<file path="src/design/dsa_pkg.sv">
// Constants, types and helpers shared by the DMA slave port arbiter.
// Assumes a single core clock; all addresses are AXI byte addresses.
package dsa_pkg;

  // Decode windows of the two core-local memories
  localparam logic [31:0] IMEM_BASE = 32'h0004_0000;
  localparam logic [31:0] IMEM_LAST = 32'h0005_FFFF;
  localparam logic [31:0] DMEM_BASE = 32'h0008_0000;
  localparam logic [31:0] DMEM_LAST = 32'h0009_FFFF;

  // Wait-count default and worst-case drain after a bubble request
  localparam logic [2:0] WAIT_CNT_RST = 3'h7;
  localparam logic [2:0] IMEM_DRAIN = 3'h3;
  localparam logic [2:0] DMEM_DRAIN = 3'h4;

  // Legal write strobes and sizes
  localparam logic [7:0] STRB_LO = 8'h0F;
  localparam logic [7:0] STRB_HI = 8'hF0;
  localparam logic [7:0] STRB_ALL = 8'hFF;
  localparam logic [2:0] SIZE_WORD = 3'h2;
  localparam logic [2:0] SIZE_DWORD = 3'h3;

  // AXI response codes
  localparam logic [1:0] RESP_OKAY = 2'h0;
  localparam logic [1:0] RESP_SLVERR = 2'h2;
  localparam logic [1:0] RESP_DECERR = 2'h3;

  localparam int FIFO_DEPTH_DEF = 4;

  typedef struct packed {
    logic we;
    logic imem;
    logic [1:0] resp;
    logic [31:0] addr;
    logic [7:0] strb;
    logic [63:0] wdata;
  } dsa_entry_t;

  typedef enum {DSA_IDLE, DSA_RDATA, DSA_WRITE} dsa_state_t;

  // Hamming check bits plus overall parity for one 32-bit half
  function automatic logic [6:0] ecc7(input logic [31:0] d);
    logic [6:0] c;
    c = 7'h00;
    for (int i = 0; i < 32; i++) begin
      for (int k = 0; k < 6; k++) begin
        if ((((i + 1) >> k) & 1) == 1) begin
          c[k] = c[k] ^ d[i];
        end
      end
    end
    c[6] = ^{d, c[5:0]};
    return c;
  endfunction

  function automatic logic in_range(input logic [31:0] a, input logic [31:0] lo, input logic [31:0] hi);
    return (a >= lo) && (a <= hi);
  endfunction

endpackage

</file>
<file path="src/design/dsa_fifo.sv">
// Request FIFO of the DMA slave port, first word fall-through.
// Assumes synchronous reset copy and a common clock enable.
`timescale 1ns/1ps
module dsa_fifo #(
  parameter int WIDTH = 8,
  parameter int DEPTH = 4
) (
  // Clock and reset
  input wire logic clk_i,
  input wire logic rst_n_i,
  input wire logic ce_i,
  // Fill side
  input wire logic in_valid_i,
  output logic in_ready_o,
  input wire logic [WIDTH-1:0] in_data_i,
  // Drain side
  output logic out_valid_o,
  input wire logic out_ready_i,
  output logic [WIDTH-1:0] out_data_o,
  output logic full_o
);
  localparam int AW = (DEPTH > 1) ? $clog2(DEPTH) : 1;

  logic [WIDTH-1:0] mem_q [DEPTH];
  logic [AW-1:0] rd_q, rd_d, wr_q, wr_d;
  logic [AW:0] cnt_q, cnt_d;
  logic push, pop;

  function automatic logic [AW-1:0] inc(input logic [AW-1:0] p);
    return (p == AW'(DEPTH - 1)) ? '0 : p + AW'(1);
  endfunction

  assign full_o = (cnt_q == (AW+1)'(DEPTH));
  assign in_ready_o = !full_o;
  assign out_valid_o = (cnt_q != '0);
  assign out_data_o = mem_q[rd_q];

  always_comb begin
    push = in_valid_i && !full_o;
    pop = out_ready_i && out_valid_o;
    wr_d = push ? inc(wr_q) : wr_q;
    rd_d = pop ? inc(rd_q) : rd_q;
    cnt_d = cnt_q + (AW+1)'(push) - (AW+1)'(pop);
  end

  always_ff @(posedge clk_i or negedge rst_n_i) begin
    if (!rst_n_i) begin
      rd_q <= '0;
      wr_q <= '0;
      cnt_q <= '0;
    end else if (ce_i) begin
      rd_q <= rd_d;
      wr_q <= wr_d;
      cnt_q <= cnt_d;
    end
  end

  // Storage needs no reset; occupancy guards every read
  always_ff @(posedge clk_i) begin
    if (ce_i && push) begin
      mem_q[wr_q] <= in_data_i;
    end
  end
endmodule

</file>
<file path="src/design/dsa_arbiter.sv">
// DMA slave port arbiter: AXI4 single-beat slave in front of the two
// core-local memories, sharing their ports with the core pipeline.
// Assumes memories answer reads one cycle after a granted request.
`timescale 1ns/1ps
// How it works
// - Reads and writes to either local memory are served from the request FIFO.
// - Interrupt controller registers are not decoded; such requests get an error.
// - Core accesses win while the request FIFO is not full and the bubble has not drained.
// - Head request asks a bubble after the programmed wait count; zero means at once.
// - Instruction memory grant follows the bubble within 3 cycles.
// - Data memory grant follows the bubble within 4 cycles.
// - Pending core-fetch ECC correction completes before an instruction memory grant.
// - No ordering between core and DMA accesses is kept or relied upon.
// - Partial writes read, merge and rewrite the word with fresh check bits.
// - 0x0004_0000 to 0x0005_FFFF decodes to instruction memory.
// - 0x0008_0000 to 0x0009_FFFF decodes to data memory.
module dsa_arbiter import dsa_pkg::*; #(
  parameter int FIFO_DEPTH = FIFO_DEPTH_DEF
) (
  // Clock, reset, enable
  input wire logic clk_i,
  input wire logic reset_n_i,
  input wire logic ce_i,
  // Wait count before a bubble request
  input wire logic [2:0] wait_count_i,
  // AXI write address and data
  input wire logic awvalid_i,
  output logic awready_o,
  input wire logic [31:0] awaddr_i,
  input wire logic [2:0] awsize_i,
  input wire logic wvalid_i,
  output logic wready_o,
  input wire logic [63:0] wdata_i,
  input wire logic [7:0] wstrb_i,
  // AXI write response
  output logic bvalid_o,
  input wire logic bready_i,
  output logic [1:0] bresp_o,
  // AXI read address and data
  input wire logic arvalid_i,
  output logic arready_o,
  input wire logic [31:0] araddr_i,
  output logic rvalid_o,
  input wire logic rready_i,
  output logic [63:0] rdata_o,
  output logic [1:0] rresp_o,
  // Core pipeline side
  input wire logic core_imem_req_i,
  input wire logic core_dmem_req_i,
  input wire logic core_ecc_busy_i,
  output logic core_imem_gnt_o,
  output logic core_dmem_gnt_o,
  output logic bubble_req_o,
  // Shared memory port
  output logic mem_req_o,
  output logic mem_imem_o,
  output logic mem_we_o,
  output logic [31:0] mem_addr_o,
  output logic [63:0] mem_wdata_o,
  output logic [13:0] mem_ecc_o,
  input wire logic [63:0] mem_rdata_i
);

  ////////////////////////////////////////////////////////////////////////////
  // Reset release

  logic [1:0] rst_sync_q;
  logic rst_n;

  always_ff @(posedge clk_i or negedge reset_n_i) begin
    if (!reset_n_i) begin
      rst_sync_q <= 2'b00;
    end else begin
      rst_sync_q <= {rst_sync_q[0], 1'b1};
    end
  end
  assign rst_n = rst_sync_q[1];

  ////////////////////////////////////////////////////////////////////////////
  // Intake and decode

  dsa_entry_t in_ent, head;
  logic in_valid, in_ready, head_valid, head_pop, fifo_full;
  logic take_wr, take_rd, wr_legal;
  logic [31:0] in_addr;

  // Writes are taken ahead of reads; both need a free slot
  assign take_wr = awvalid_i && wvalid_i && in_ready;
  assign take_rd = arvalid_i && !(awvalid_i && wvalid_i) && in_ready;
  assign awready_o = take_wr;
  assign wready_o = take_wr;
  assign arready_o = take_rd;
  assign in_valid = take_wr || take_rd;
  assign in_addr = take_wr ? awaddr_i : araddr_i;

  always_comb begin
    wr_legal = ((awsize_i == SIZE_WORD) && (awaddr_i[1:0] == 2'b00) &&
                (wstrb_i == (awaddr_i[2] ? STRB_HI : STRB_LO))) ||
               ((awsize_i == SIZE_DWORD) && (awaddr_i[2:0] == 3'b000) &&
                (wstrb_i == STRB_ALL));
    in_ent.we = take_wr;
    in_ent.imem = in_range(in_addr, IMEM_BASE, IMEM_LAST);
    in_ent.addr = in_addr;
    in_ent.strb = take_wr ? wstrb_i : STRB_ALL;
    in_ent.wdata = wdata_i;
    // Anything outside both windows, interrupt registers included, is refused
    if (!in_ent.imem && !in_range(in_addr, DMEM_BASE, DMEM_LAST)) begin
      in_ent.resp = RESP_DECERR;
    end else if (take_wr && !wr_legal) begin
      in_ent.resp = RESP_SLVERR;
    end else begin
      in_ent.resp = RESP_OKAY;
    end
  end

  dsa_fifo #(
    .WIDTH($bits(dsa_entry_t)),
    .DEPTH(FIFO_DEPTH)
  ) u_fifo (
    .clk_i(clk_i),
    .rst_n_i(rst_n),
    .ce_i(ce_i),
    .in_valid_i(in_valid),
    .in_ready_o(in_ready),
    .in_data_i(in_ent),
    .out_valid_o(head_valid),
    .out_ready_i(head_pop),
    .out_data_o(head),
    .full_o(fifo_full)
  );

  ////////////////////////////////////////////////////////////////////////////
  // Arbitration and access sequence

  dsa_state_t state_q, state_d;
  logic [2:0] wait_q, wait_d, drain_q, drain_d;
  logic bubble_q, bubble_d;
  logic [63:0] merge_q, merge_d;
  logic resp_busy, core_tgt, dma_win, need_access, drained;
  logic bvalid_q, bvalid_d, rvalid_q, rvalid_d;
  logic [1:0] bresp_q, bresp_d, rresp_q, rresp_d;
  logic [63:0] rdata_q, rdata_d;

  assign resp_busy = bvalid_q || rvalid_q;
  assign core_tgt = head.imem ? core_imem_req_i : core_dmem_req_i;
  assign need_access = head_valid && !resp_busy && (head.resp == RESP_OKAY) &&
                       (state_q != DSA_RDATA);
  // Bubble drain reaches its worst case; an ECC fix in flight holds imem off
  assign drained = bubble_q && (drain_q >= (head.imem ? IMEM_DRAIN : DMEM_DRAIN)) &&
                   !(head.imem && core_ecc_busy_i);
  // Core wins unless the FIFO is full or the bubble has drained
  // A fetch correction in flight keeps DMA off instruction memory entirely
  assign dma_win = need_access && !(head.imem && core_ecc_busy_i) &&
                   (!core_tgt || fifo_full || drained);

  assign core_imem_gnt_o = core_imem_req_i && !(dma_win && head.imem);
  assign core_dmem_gnt_o = core_dmem_req_i && !(dma_win && !head.imem);
  assign bubble_req_o = bubble_q || (need_access && !dma_win && (wait_q >= wait_count_i));

  always_comb begin
    mem_req_o = dma_win;
    mem_imem_o = head.imem;
    mem_addr_o = {head.addr[31:3], 3'b000};
    mem_we_o = head.we && (state_q == DSA_WRITE || head.strb == STRB_ALL);
    mem_wdata_o = (state_q == DSA_WRITE) ? merge_q : head.wdata;
    mem_ecc_o = {ecc7(mem_wdata_o[63:32]), ecc7(mem_wdata_o[31:0])};
  end

  always_comb begin
    state_d = state_q;
    wait_d = wait_q;
    drain_d = drain_q;
    bubble_d = bubble_q;
    merge_d = merge_q;
    head_pop = 1'b0;
    bvalid_d = bvalid_q && !bready_i;
    rvalid_d = rvalid_q && !rready_i;
    bresp_d = bresp_q;
    rresp_d = rresp_q;
    rdata_d = rdata_q;
    if (need_access && !dma_win) begin
      wait_d = (wait_q == 3'h7) ? wait_q : wait_q + 3'h1;
      if (wait_q >= wait_count_i) begin
        bubble_d = 1'b1;
      end
      // Count from the cycle the bubble is first asked for, so the grant meets the drain bound
      if ((bubble_q || wait_q >= wait_count_i) && drain_q != 3'h7) begin
        drain_d = drain_q + 3'h1;
      end
    end
    if (head_valid && !resp_busy && head.resp != RESP_OKAY) begin
      // Refused entries retire without touching memory
      head_pop = 1'b1;
      bvalid_d = head.we;
      rvalid_d = !head.we;
      bresp_d = head.resp;
      rresp_d = head.resp;
      rdata_d = 64'h0000_0000_0000_0000;
    end
    unique case (state_q)
      DSA_IDLE, DSA_WRITE: begin
        if (dma_win) begin
          wait_d = 3'h0;
          drain_d = 3'h0;
          bubble_d = 1'b0;
          if (head.we && state_q == DSA_IDLE && head.strb != STRB_ALL) begin
            state_d = DSA_RDATA;
          end else if (head.we) begin
            state_d = DSA_IDLE;
            head_pop = 1'b1;
            bvalid_d = 1'b1;
            bresp_d = RESP_OKAY;
          end else begin
            state_d = DSA_RDATA;
          end
        end
      end
      DSA_RDATA: begin
        if (head.we) begin
          // Merge the old word with the new half before rewriting
          for (int b = 0; b < 8; b++) begin
            merge_d[8*b +: 8] = head.strb[b] ? head.wdata[8*b +: 8] : mem_rdata_i[8*b +: 8];
          end
          state_d = DSA_WRITE;
        end else begin
          head_pop = 1'b1;
          rvalid_d = 1'b1;
          rresp_d = RESP_OKAY;
          rdata_d = mem_rdata_i;
          state_d = DSA_IDLE;
        end
      end
    endcase
  end

  always_ff @(posedge clk_i or negedge rst_n) begin
    if (!rst_n) begin
      state_q <= DSA_IDLE;
      wait_q <= 3'h0;
      drain_q <= 3'h0;
      bubble_q <= 1'b0;
      merge_q <= 64'h0000_0000_0000_0000;
      bvalid_q <= 1'b0;
      rvalid_q <= 1'b0;
      bresp_q <= RESP_OKAY;
      rresp_q <= RESP_OKAY;
      rdata_q <= 64'h0000_0000_0000_0000;
    end else if (ce_i) begin
      state_q <= state_d;
      wait_q <= wait_d;
      drain_q <= drain_d;
      bubble_q <= bubble_d;
      merge_q <= merge_d;
      bvalid_q <= bvalid_d;
      rvalid_q <= rvalid_d;
      bresp_q <= bresp_d;
      rresp_q <= rresp_d;
      rdata_q <= rdata_d;
    end
  end

  assign bvalid_o = bvalid_q;
  assign bresp_o = bresp_q;
  assign rvalid_o = rvalid_q;
  assign rresp_o = rresp_q;
  assign rdata_o = rdata_q;
endmodule

</file>
<file path="config.mk">
export PLATFORM = sky130hd
export DESIGN_NAME = dsa_arbiter
export DESIGN_NICKNAME = d
export VERILOG_FILES = /design/src/design/dsa_pkg.sv /design/src/design/dsa_fifo.sv /design/src/design/dsa_arbiter.sv
export SDC_FILE = /design/constraint.sdc
export NUM_CORES = 1
export LEC_CHECK = 0
export BUFFER_PORTS_ARGS = -buffer_cell sky130_fd_sc_hd__buf_2
export CAP_MARGIN = 0
export CORE_MARGIN = 2
export CORE_UTILIZATION = 52
export CTS_CLUSTER_DIAMETER = 100
export DETAILED_ROUTE_END_ITERATION = 10
export PLACE_DENSITY = 0.77
export REMOVE_ABC_BUFFERS = 1
export SETUP_SLACK_MARGIN = 0.02
export SLEW_MARGIN = 20
export SYNTH_ARGS = -nofsm -noshare
export SYNTH_HDL_FRONTEND = slang
export SYNTH_HIERARCHICAL = 1
export SYNTH_SLANG_ARGS = --single-unit
</file>
<file path="constraint.sdc">
create_clock -name clk_i -period 4.45 [get_ports clk_i]
set_input_delay 0.89 -clock clk_i [delete_from_list [all_inputs] [get_ports clk_i]]
set_output_delay 0.89 -clock clk_i [all_outputs]
set_load 0.02 [all_outputs]
</file>
After elaboration in Yosys (flattened, before gate mapping)
Memory sizes are Yosys's and may differ from the RTL's.
Cells that the tools add are included.
{ "classes": {"n_mul": 0, "eq_ne": 16, "reduce_logical": 73, "magnitude_cmp": 6, "n_mux": 62, "bitwise_logic": 150, "shifts": 0, "n_div": 0, "addsub": 6} }
{ "ops": {"columns": ["operator", "n"], "rows": [
  ["two-way mux 64 bit", 4],
  ["bitwise XOR 1 bit", 150],
  ["two-way mux 8 bit", 10],
  ["XOR reduction 38 bit", 2],
  ["zero test 32 bit", 2],
  ["two-way mux 32 bit", 2],
  ["one-hot mux 32 bit (2 select lines)", 1],
  ["logical AND 1 bit", 36],
  ["equality test 32 x 1 -> 1 bit (second input constant)", 1],
  ["equality test 32 x 2 -> 1 bit (second input constant)", 1],
  ["equality test 32 x 3 -> 1 bit (second input constant)", 1],
  ["greater-or-equal comparator 32 x 19 -> 1 bit (second input constant)", 1],
  ["greater-or-equal comparator 32 x 20 -> 1 bit (second input constant)", 1],
  ["<= comparator 32 x 19 -> 1 bit (second input constant)", 1],
  ["<= comparator 32 x 20 -> 1 bit (second input constant)", 1],
  ["inequality test 32 x 2 -> 1 bit (second input constant)", 1],
  ["two-way mux 3 bit", 9],
  ["two-way mux 2 bit", 13],
  ["two-way mux 1 bit", 22],
  ["equality test 8 bit (second input constant)", 2],
  ["zero test 1 bit", 15],
  ["equality test 8 bit", 1],
  ["logical OR 1 bit", 8],
  ["inequality test 8 bit (second input constant)", 1],
  ["18 further kinds", 27]
]} }
{ "totals": {"out_inout_bits": 189, "mem_bits_ro": 0, "ram_bits": 432, "latch_bits": 0, "n_memories": 1, "elab_cells": 328, "input_bits": 217, "register_bits": 182} }
{ "mem_list": {"columns": ["memory", "words", "width", "rd", "rd_ports_with_merged_regs", "wr", "line_no", "source"], "rows": [
  ["u_fifo.mem_q", 4, 108, 1, 0, 1, "dsa_fifo.sv:24", "logic [WIDTH-1:0] mem_q [DEPTH];"]
]} }

Depth between registers and ports, before layout
Gate-level depths: netlist (run 1).
{ "logic_depth": {"ltp_word": 18, "mapped_depth": 19, "depth_no_buf": 16} }

Hierarchy
Netlist (run 1), hierarchy kept.
{ "modules_own_cells": {"columns": ["module", "area_each_um2", "instances", "cells_per_inst", "seq_area_each_um2"], "rows": [
  ["dsa_fifo", 16002.8, 1, 607, 13147.6],
  ["dsa_arbiter", 9796.9, 1, 1046, 3628.5]
]} }

Worst setup path after synthesis (run 1)
Ideal clock, no wire load.
{ "synth_timing": {"kind": "register -> register", "start": "register u_fifo.rd_q[0]", "end": "register u_fifo.cnt_q[2]", "t_arrival_ns": 4.502, "setup_time_ns": 0.122, "slack_ns": -0.175, "synth_period_minus_slack_ns": 4.625, "n_path_buf": 2, "path_stages_with_launch": 19, "t_required_ns": 4.328, "path_cell_list": "dfrtp_1 > buf_2 > buf_2 > mux4_2 > ha_1 > nand2b_1 > a21o_1 > a21o_1 > a211o_1 > and3_1 > a211o_1 > and2_1 > ha_1 > inv_1 > ha_1 > fa_1 > xnor2_1 > nand2_1 > xnor2_1"} }
{ "synth_between": {"elab_chain_cells": 11, "word_cells_on_any_way": 29, "cone_classes": "add/sub (1); order compare (1); eq/ne (1); mux (8); reduce/logical (17); memory (1)"} }
{ "synth_rtl": {"columns": ["item", "line_no", "source"], "rows": [
  ["start: declaration", "dsa_fifo.sv:25", "logic [AW-1:0] rd_q, rd_d, wr_q, wr_d;"],
  ["start signal: assignment", "dsa_fifo.sv:52", "rd_q <= rd_d;"],
  ["memory read (4 x 108 bit) *", null, null],
  ["net mem_imem_o", "dsa_arbiter.sv:56", "output logic mem_imem_o,"],
  ["two-way mux 3 bit", "dsa_arbiter.sv:149", "assign drained = bubble_q && (drain_q >= (head.imem ? IMEM_DRAIN : DMEM_DRAIN)) &&"],
  ["greater-or-equal comparator 3 bit", "dsa_arbiter.sv:149", null],
  ["logical AND 1 bit (2 in a row)", "dsa_arbiter.sv:149", null],
  ["logical OR 1 bit", "dsa_arbiter.sv:154", "(!core_tgt || fifo_full || drained);"],
  ["logical AND 1 bit *", "dsa_arbiter.sv:153", "assign dma_win = need_access && !(head.imem && core_ecc_busy_i) &&"],
  ["net mem_req_o", "dsa_arbiter.sv:55", "output logic mem_req_o,"],
  ["two-way mux 1 bit *", "dsa_arbiter.sv:202", "if (dma_win) begin"],
  ["one-hot mux 1 bit (2 select lines) *", "dsa_arbiter.sv:200", "unique case (state_q)"],
  ["net head_pop", "dsa_arbiter.sv:83", "logic in_valid, in_ready, head_valid, head_pop, fifo_full;"],
  ["logical AND 1 bit *", "dsa_fifo.sv:40", "pop = out_ready_i && out_valid_o;"],
  ["subtractor 3 x 1 -> 3 bit *", "dsa_fifo.sv:43", "cnt_d = cnt_q + (AW+1)'(push) - (AW+1)'(pop);"],
  ["end signal: assignment", "dsa_fifo.sv:54", "cnt_q <= cnt_d;"],
  ["end: declaration", "dsa_fifo.sv:26", "logic [AW:0] cnt_q, cnt_d;"]
]} }
The timed path passes the listed nets; every way through them passes the cells marked *.
A chain may end at the register's enable or synchronous reset.

==> impl_metrics.xml, run 1 <==
<?xml version="1.0" encoding="UTF-8"?>
<metrics>
  <group name="setup_path">
    <metric name="critical-path-slowest-cell" unit="">sky130_fd_sc_hd__mux4_2</metric>
    <metric name="worstSetupEndpointType" unit="">primary output</metric>
    <metric name="crit_family" unit="">XOR/XNOR gates</metric>
    <metric name="crit_path_max_fanout" unit="">8</metric>
    <metric name="critPathLaunchType" unit="">register</metric>
    <metric name="reg2reg_setup_slack" unit="ns">0.13</metric>
    <metric name="r2r.worst_path.cells" unit="">18</metric>
    <metric name="timing.critical_path.from" unit="">u_fifo/rd_q[0]</metric>
    <metric name="crit_path_frequent_cell" unit="">sky130_fd_sc_hd__xnor2_1</metric>
    <metric name="rr_endpoint" unit="">u_fifo/cnt_q[2]</metric>
    <metric name="worstPathCellList" unit="">buf_4 &gt; buf_12 &gt; mux4_2 &gt; xnor3_1 &gt; xnor2_1 &gt; mux2i_1 &gt; xor2_2 &gt; xnor2_2 &gt; xnor2_1 &gt; xnor2_1 &gt; buf_4</metric>
    <metric name="critical_path_arrival" unit="ns">3.70</metric>
    <metric name="critPathBufInv" unit="">3</metric>
    <metric name="cp.required" unit="ns">3.56</metric>
    <metric name="slowest_delay" unit="ns">0.59</metric>
    <metric name="cp-endpoint" unit="">mem_ecc_o[6]</metric>
    <metric name="category_of_the_critical_setup_timing_path" unit="">register to primary output</metric>
    <metric name="worstReg2RegStart" unit="">u_fifo/rd_q[0]</metric>
    <metric name="cp.depth" unit="">11</metric>
  </group>
  <group name="detailed_routing">
    <metric name="routedWlPerCell" unit="um">23.2</metric>
    <metric name="vias_per_cell" unit="">5.75</metric>
    <metric name="route.final.wire_length" unit="um">65000</metric>
    <metric name="ant_nets" unit="">0</metric>
    <metric name="drc" unit="">0</metric>
    <metric name="firstDrtPassIters" unit="">5</metric>
    <metric name="first_iter_violations" unit="">1430</metric>
    <metric name="routed_vias" unit="">16100</metric>
  </group>
  <group name="clocking">
    <metric name="cts.sink_count" unit="">572</metric>
    <metric name="cts_root_buf" unit="">sky130_fd_sc_hd__clkbuf_16</metric>
    <metric name="numCtsBuffers" unit="">58</metric>
    <metric name="cts_htree_levels" unit="">2</metric>
    <metric name="cts_hold_buffers" unit="">0</metric>
    <metric name="cts_buffer_depth" unit="">3</metric>
    <metric name="cts_tree" unit="">yes</metric>
    <metric name="clock_latency_at_the_later_pin_of_the_worst_skew_pair" unit="ns">0.61</metric>
    <metric name="clkSlewWorstSetupHoldPaths" unit="ns">0.06</metric>
  </group>
  <group name="sta">
    <metric name="timing.final.hold_violations" unit="">0</metric>
    <metric name="finClkSkew" unit="ns">0.0256</metric>
    <metric name="timing.final.crit_period" unit="ns">4.59</metric>
    <metric name="maxSlewHeadroom" unit="%">35.0</metric>
    <metric name="final-setup-viol-count" unit="">3</metric>
    <metric name="period_share" unit="%">103</metric>
    <metric name="worst-slew-pin-transition" unit="ns">0.975</metric>
    <metric name="timing.fmax" unit="MHz">218</metric>
    <metric name="report.final.slew_viol_count" unit="">0</metric>
    <metric name="worst_slack" unit="ns">-0.141</metric>
    <metric name="grt_setup_unrepaired" unit="">true</metric>
  </group>
  <group name="global_route">
    <metric name="grtUsageTotal" unit="%">25.4</metric>
    <metric name="global_route_wire_length_before_repair" unit="um">96200</metric>
    <metric name="grt_max_degree" unit="">151</metric>
    <metric name="overflow" unit="">0</metric>
    <metric name="first_global_vias" unit="">16300</metric>
    <metric name="initial_antenna_violation_count" unit="">9</metric>
  </group>
  <group name="floorplanning">
    <metric name="placement_rows" unit="">80</metric>
    <metric name="placeableCoreArea" unit="um^2">47900</metric>
    <metric name="die-area" unit="um^2">50500</metric>
    <metric name="ios" unit="">406</metric>
    <metric name="initial_utilization" unit="%">52.8</metric>
    <metric name="floorplan.die.width" unit="um">225</metric>
    <metric name="chipHeight" unit="um">225</metric>
  </group>
  <group name="place">
    <metric name="buffer_ports.inserted" unit="">399</metric>
    <metric name="numPlacedInstances" unit="">2605</metric>
    <metric name="dpl.hpwl" unit="um">41400</metric>
    <metric name="place_congestion" unit="">0.877</metric>
    <metric name="placed_cell_area" unit="um^2">28200</metric>
  </group>
  <group name="run_status">
    <metric name="run_status" unit="">complete, but fails checks</metric>
    <metric name="failed_checks" unit="">setup timing</metric>
  </group>
  <group name="finish">
    <metric name="layout.cells.most_common" unit="">sky130_fd_sc_hd__edfxtp_1</metric>
    <metric name="final_net_count" unit="">2359</metric>
    <metric name="stdcell_area" unit="um^2">31300</metric>
    <metric name="layout_common_cells" unit="">420 x sky130_fd_sc_hd__edfxtp_1, 389 x sky130_fd_sc_hd__buf_2, 274 x sky130_fd_sc_hd__nand2_1</metric>
    <metric name="area.growth.synth_to_final" unit="%">23.4</metric>
    <metric name="final_layout_size_suffix_gt1_share" unit="%">37.9</metric>
    <metric name="post_layout_nonfiller_instances" unit="">2797</metric>
    <metric name="finish.utilization" unit="%">65.2</metric>
  </group>
  <group name="run">
    <metric name="maxCapViolations" unit="">0</metric>
  </group>
  <group name="yosys">
    <metric name="netlist_area" unit="um^2">25300</metric>
    <metric name="synthCells" unit="">1635</metric>
    <metric name="synth_area_per_cell" unit="um^2">15.5</metric>
    <metric name="yosysWarningCount" unit="">6</metric>
  </group>
  <group name="worst_hold_path">
    <metric name="timing.hold.worst.class" unit="">primary input to asynchronous set/reset pin</metric>
  </group>
</metrics>
==> layer usage <==
layer  part of all wire (%)  track usage [%]  routed length, um  up-vias
li1                       -                -                  -     7104
met1                     40             33.4              25800     8155
met2                     50             42.8              32800      688
met3                    7.1             5.11               4620      133
met4                    2.7             8.14               1740        6
met5                  0.057                0                 37        -
==> cell type report <==
class	count	area (um^2)
repair buffers	520	3320
inverters	18	67.6
well taps	615	769
clock buffers	72	1510
multi-input cells	955	8830
flip-flops and latches	572	16400
clock inverters	38	305
diodes	7	17.5
fillers	3315	16700
==> through the flow <==
step | setup TNS (ns) | setup slack [ns] | hold slack, ns
floorplan | -703.40 | -4.16 | 0.331
global placement | 0 | 0.272 | 0.342
detailed placement | 0 | 0.167 | 0.346
CTS | -0.343 | -0.130 | 0.0328
global route | -0.904 | -0.264 | 0.0338
finish | -0.305 | -0.141 | 0.0608
==> how the worst min path moves through the flow <==
stage / startpoint / slack [ns] / to / depth (start not counted)
after floorplan: rst_sync_q[0] / 0.33 / rst_sync_q[1] / 0
after global placement: rst_sync_q[0] / 0.34 / rst_sync_q[1] / 0
after detailed placement: rst_sync_q[0] / 0.35 / rst_sync_q[1] / 0
after CTS: reset_n_i / 0.03 / rst_sync_q[1] / 1
after global routing: reset_n_i / 0.03 / rst_sync_q[1] / 1
final: reset_n_i / 0.06 / rst_sync_q[1] / 1
==> worst reg2reg max path, delay by kind of cell, from the launching register on <==
kind	cells	cell delay [ns]
adders and majority gates	4	1.07
AOI/OAI and AO/OA	4	0.95
DFF	1	0.52
muxes	1	0.49
buffers and inverters	4	0.47
and+or+nand+nor	3	0.43
xor gates and xnor gates	2	0.29
==> sequential cells by signal (all words and copies together), names as in the netlist <==
name / cells
wait_q: 3
u_fifo/rd_q: 2
u_fifo/wr_q: 2
bresp_o: 2
bubble_q: 1
state_q: 2
u_fifo/cnt_q: 3
rvalid_o: 1
rresp_o: 2
u_fifo/mem_q: 420
bvalid_o: 1
merge_q: 64
rdata_o: 64
drain_q: 3
rst_sync_q: 2
==> what timing repair did <==
action | CTS | global route
gates resized for setup | 50 | 51
setup buffers | 51 | 21
setup endpoints to repair | 10 | 15
gates cloned | 5 | 1
pin swaps | 23 | 29
Power of run 1 is not shown: default switching activity piles up to over one toggle a cycle in this logic, so the estimate is an artifact.
==> run 2: changes to the inputs <==
CORE_UTILIZATION = 55   (was 52)
PLACE_DENSITY = 0.78   (was 0.77)
clock period = 5.7 ns   (was 4.45 ns; I/O delays follow)
==> run 2 against run 1 <==
Effect of this change: the flow now finishes without violations; register-to-register slack improved by 0.96 ns; largest cell class unchanged; cell count fell by 4.1%; critical path depth fell by 1; flip-flop and latch count did not move; worst hold slack improved by 0.25 ns; via count fell by 3.6%; critical path type unchanged; core utilization rose by 1.1 points; die area fell by 5.4%; first-iteration DRC count fell by 16%.
==> impl_metrics.xml, run 2 (same netlist as run 1, synthesis figures left out) <==
<?xml version="1.0" encoding="UTF-8"?>
<metrics>
  <group name="global_route">
    <metric name="first_global_vias" unit="">15800</metric>
    <metric name="grt_max_degree" unit="">151</metric>
    <metric name="grtUsageTotal" unit="%">25.7</metric>
    <metric name="global_route_wire_length_before_repair" unit="um">91600</metric>
    <metric name="initial_antenna_violation_count" unit="">15</metric>
    <metric name="overflow" unit="">0</metric>
  </group>
  <group name="floorplanning">
    <metric name="floorplan.die.width" unit="um">219</metric>
    <metric name="die-area" unit="um^2">47800</metric>
    <metric name="ios" unit="">406</metric>
    <metric name="placeableCoreArea" unit="um^2">45400</metric>
    <metric name="chipHeight" unit="um">219</metric>
    <metric name="placement_rows" unit="">78</metric>
    <metric name="initial_utilization" unit="%">55.8</metric>
  </group>
  <group name="sta">
    <metric name="period_share" unit="%">92.2</metric>
    <metric name="report.final.slew_viol_count" unit="">0</metric>
    <metric name="timing.final.crit_period" unit="ns">5.25</metric>
    <metric name="holdWs" unit="ns">0.306</metric>
    <metric name="timing.final.hold_violations" unit="">0</metric>
    <metric name="finClkSkew" unit="ns">0.0144</metric>
    <metric name="timing.fmax" unit="MHz">190</metric>
    <metric name="grt_setup_unrepaired" unit="">false</metric>
    <metric name="final-setup-viol-count" unit="">0</metric>
    <metric name="worst-slew-pin-transition" unit="ns">0.957</metric>
    <metric name="maxSlewHeadroom" unit="%">36.2</metric>
  </group>
  <group name="setup_path">
    <metric name="worstPathCellList" unit="">buf_12 &gt; buf_4 &gt; mux4_2 &gt; xnor3_1 &gt; mux2i_1 &gt; nor3_1 &gt; xnor2_1 &gt; xnor2_1 &gt; xnor2_1 &gt; buf_2</metric>
    <metric name="crit_path_frequent_cell" unit="">sky130_fd_sc_hd__xnor2_1</metric>
    <metric name="r2r.worst_path.cells" unit="">16</metric>
    <metric name="cp.depth" unit="">10</metric>
    <metric name="critical_path_arrival" unit="ns">4.11</metric>
    <metric name="slowest_delay" unit="ns">0.64</metric>
    <metric name="worstReg2RegStart" unit="">u_fifo/rd_q[0]</metric>
    <metric name="rr_endpoint" unit="">u_fifo/cnt_q[2]</metric>
    <metric name="critical-path-slowest-cell" unit="">sky130_fd_sc_hd__dfrtp_4</metric>
    <metric name="critPathLaunchType" unit="">register</metric>
    <metric name="crit_family" unit="">XOR/XNOR gates</metric>
    <metric name="category_of_the_critical_setup_timing_path" unit="">register to primary output</metric>
    <metric name="cp.required" unit="ns">4.56</metric>
    <metric name="crit_path_max_fanout" unit="">30</metric>
    <metric name="worstSetupEndpointType" unit="">primary output</metric>
    <metric name="critPathBufInv" unit="">3</metric>
    <metric name="reg2reg_setup_slack" unit="ns">1.09</metric>
  </group>
  <group name="clocking">
    <metric name="cts_buffer_depth" unit="">3</metric>
    <metric name="cts_tree" unit="">yes</metric>
    <metric name="clkSlewWorstSetupHoldPaths" unit="ns">0.06</metric>
    <metric name="clock_latency_at_the_later_pin_of_the_worst_skew_pair" unit="ns">0.61</metric>
    <metric name="postCtsSetupRepairBufs" unit="">0</metric>
    <metric name="cts.sink_count" unit="">572</metric>
    <metric name="cts_root_buf" unit="">sky130_fd_sc_hd__clkbuf_16</metric>
    <metric name="numCtsBuffers" unit="">56</metric>
    <metric name="cts_hold_buffers" unit="">0</metric>
    <metric name="postCtsResizedCells" unit="">0</metric>
    <metric name="cts_htree_levels" unit="">2</metric>
  </group>
  <group name="place">
    <metric name="buffer_ports.inserted" unit="">399</metric>
    <metric name="place_congestion" unit="">0.907</metric>
    <metric name="numPlacedInstances" unit="">2569</metric>
    <metric name="dpl.hpwl" unit="um">40400</metric>
  </group>
  <group name="run">
    <metric name="maxCapViolations" unit="">0</metric>
  </group>
  <group name="detailed_routing">
    <metric name="firstDrtPassIters" unit="">5</metric>
    <metric name="vias_per_cell" unit="">5.78</metric>
    <metric name="first_iter_violations" unit="">1197</metric>
    <metric name="ant_nets" unit="">0</metric>
    <metric name="routedWlPerCell" unit="um">22.8</metric>
    <metric name="drc" unit="">0</metric>
    <metric name="routed_vias" unit="">15500</metric>
    <metric name="route.final.wire_length" unit="um">61200</metric>
  </group>
  <group name="finish">
    <metric name="post_layout_nonfiller_instances" unit="">2683</metric>
    <metric name="area.growth.synth_to_final" unit="%">18.7</metric>
    <metric name="final_net_count" unit="">2262</metric>
    <metric name="final_layout_size_suffix_gt1_share" unit="%">33.1</metric>
    <metric name="layout_common_cells" unit="">420 x sky130_fd_sc_hd__edfxtp_1, 399 x sky130_fd_sc_hd__buf_2, 274 x sky130_fd_sc_hd__nand2_1</metric>
    <metric name="regMostFlops" unit="">u_fifo/mem_q</metric>
    <metric name="largest_reg_flops" unit="">420</metric>
    <metric name="layout.cells.most_common" unit="">sky130_fd_sc_hd__edfxtp_1</metric>
    <metric name="fillerInstances" unit="">3145</metric>
  </group>
  <group name="worst_hold_path">
    <metric name="timing.hold.worst.class" unit="">primary input to asynchronous set/reset pin</metric>
  </group>
  <group name="run_status">
    <metric name="run_status" unit="">completed</metric>
  </group>
</metrics>
[run 2: final cells by class]
type | count | area, um^2 | share of cell area, %
Antenna cell | 8 | 20.0 | 0.0666
Clock buffer | 71 | 1510 | 5.02
Clock inverter | 34 | 477 | 1.58
Inverter | 18 | 67.6 | 0.225
Multi-Input combinational cell | 955 | 8460 | 28.1
Sequential cell | 572 | 16400 | 54.6
Tap cell | 600 | 751 | 2.50
Timing Repair Buffer | 425 | 2370 | 7.88
[run 2: how the worst max path moves through the flow]
| stage | from | to | slack (ns) |
|---|---|---|---|
| 5_1_grt | u_fifo/rd_q[0] | mem_ecc_o[6] | 0.17 |
| 3_3_place_gp | u_fifo/rd_q[0] | mem_ecc_o[6] | 0.94 |
| 4_1_cts | u_fifo/rd_q[0] | mem_ecc_o[6] | 0.25 |
| 6_report | u_fifo/rd_q[0] | mem_ecc_o[6] | 0.45 |
| 3_5_place_dp | u_fifo/rd_q[0] | mem_ecc_o[6] | 0.91 |
| 2_1_floorplan | u_fifo/rd_q[0] | rdata_o[0] | -2.91 |
[run 2: worst reg2reg max path, cell delays in order (launching register included)]
cell and delay, ns:
sky130_fd_sc_hd__dfrtp_4 0.64, sky130_fd_sc_hd__mux4_2 0.69, sky130_fd_sc_hd__ha_1 0.33, sky130_fd_sc_hd__nand2b_1 0.14, sky130_fd_sc_hd__a21o_1 0.17, sky130_fd_sc_hd__a21o_1 0.17, sky130_fd_sc_hd__a211o_1 0.38, sky130_fd_sc_hd__and3_1 0.24
sky130_fd_sc_hd__a211o_1 0.28, sky130_fd_sc_hd__and2_1 0.15, sky130_fd_sc_hd__ha_1 0.27, sky130_fd_sc_hd__inv_1 0.04, sky130_fd_sc_hd__ha_1 0.20, sky130_fd_sc_hd__fa_1 0.41, sky130_fd_sc_hd__xnor2_1 0.16, sky130_fd_sc_hd__nand2_1 0.08
sky130_fd_sc_hd__xnor2_1 0.15
[run 2: metrics by stage]
stage | util, % | setup WS [ns] | setup TNS, ns | cell area (um^2)
after detailed placement | 61.8 | 0.908 | 0 | 28000
after global placement | 61.7 | 0.944 | 0 | 28000
after floorplan | - | -2.91 | -391.27 | 24900
after global routing | 66.3 | 0.168 | 0 | 30100
after CTS | 66.2 | 0.248 | 0 | 30000
final | 66.3 | 0.445 | 0 | 30100
[run 2: routing by layer]
metal  part of all wire [%]  track usage, %
met2                     50            43.4
met1                     39            32.8
met5                   0.15               0
met3                    7.8            5.85
met4                    2.7            8.96
Power of run 2 is left out for the same reason.
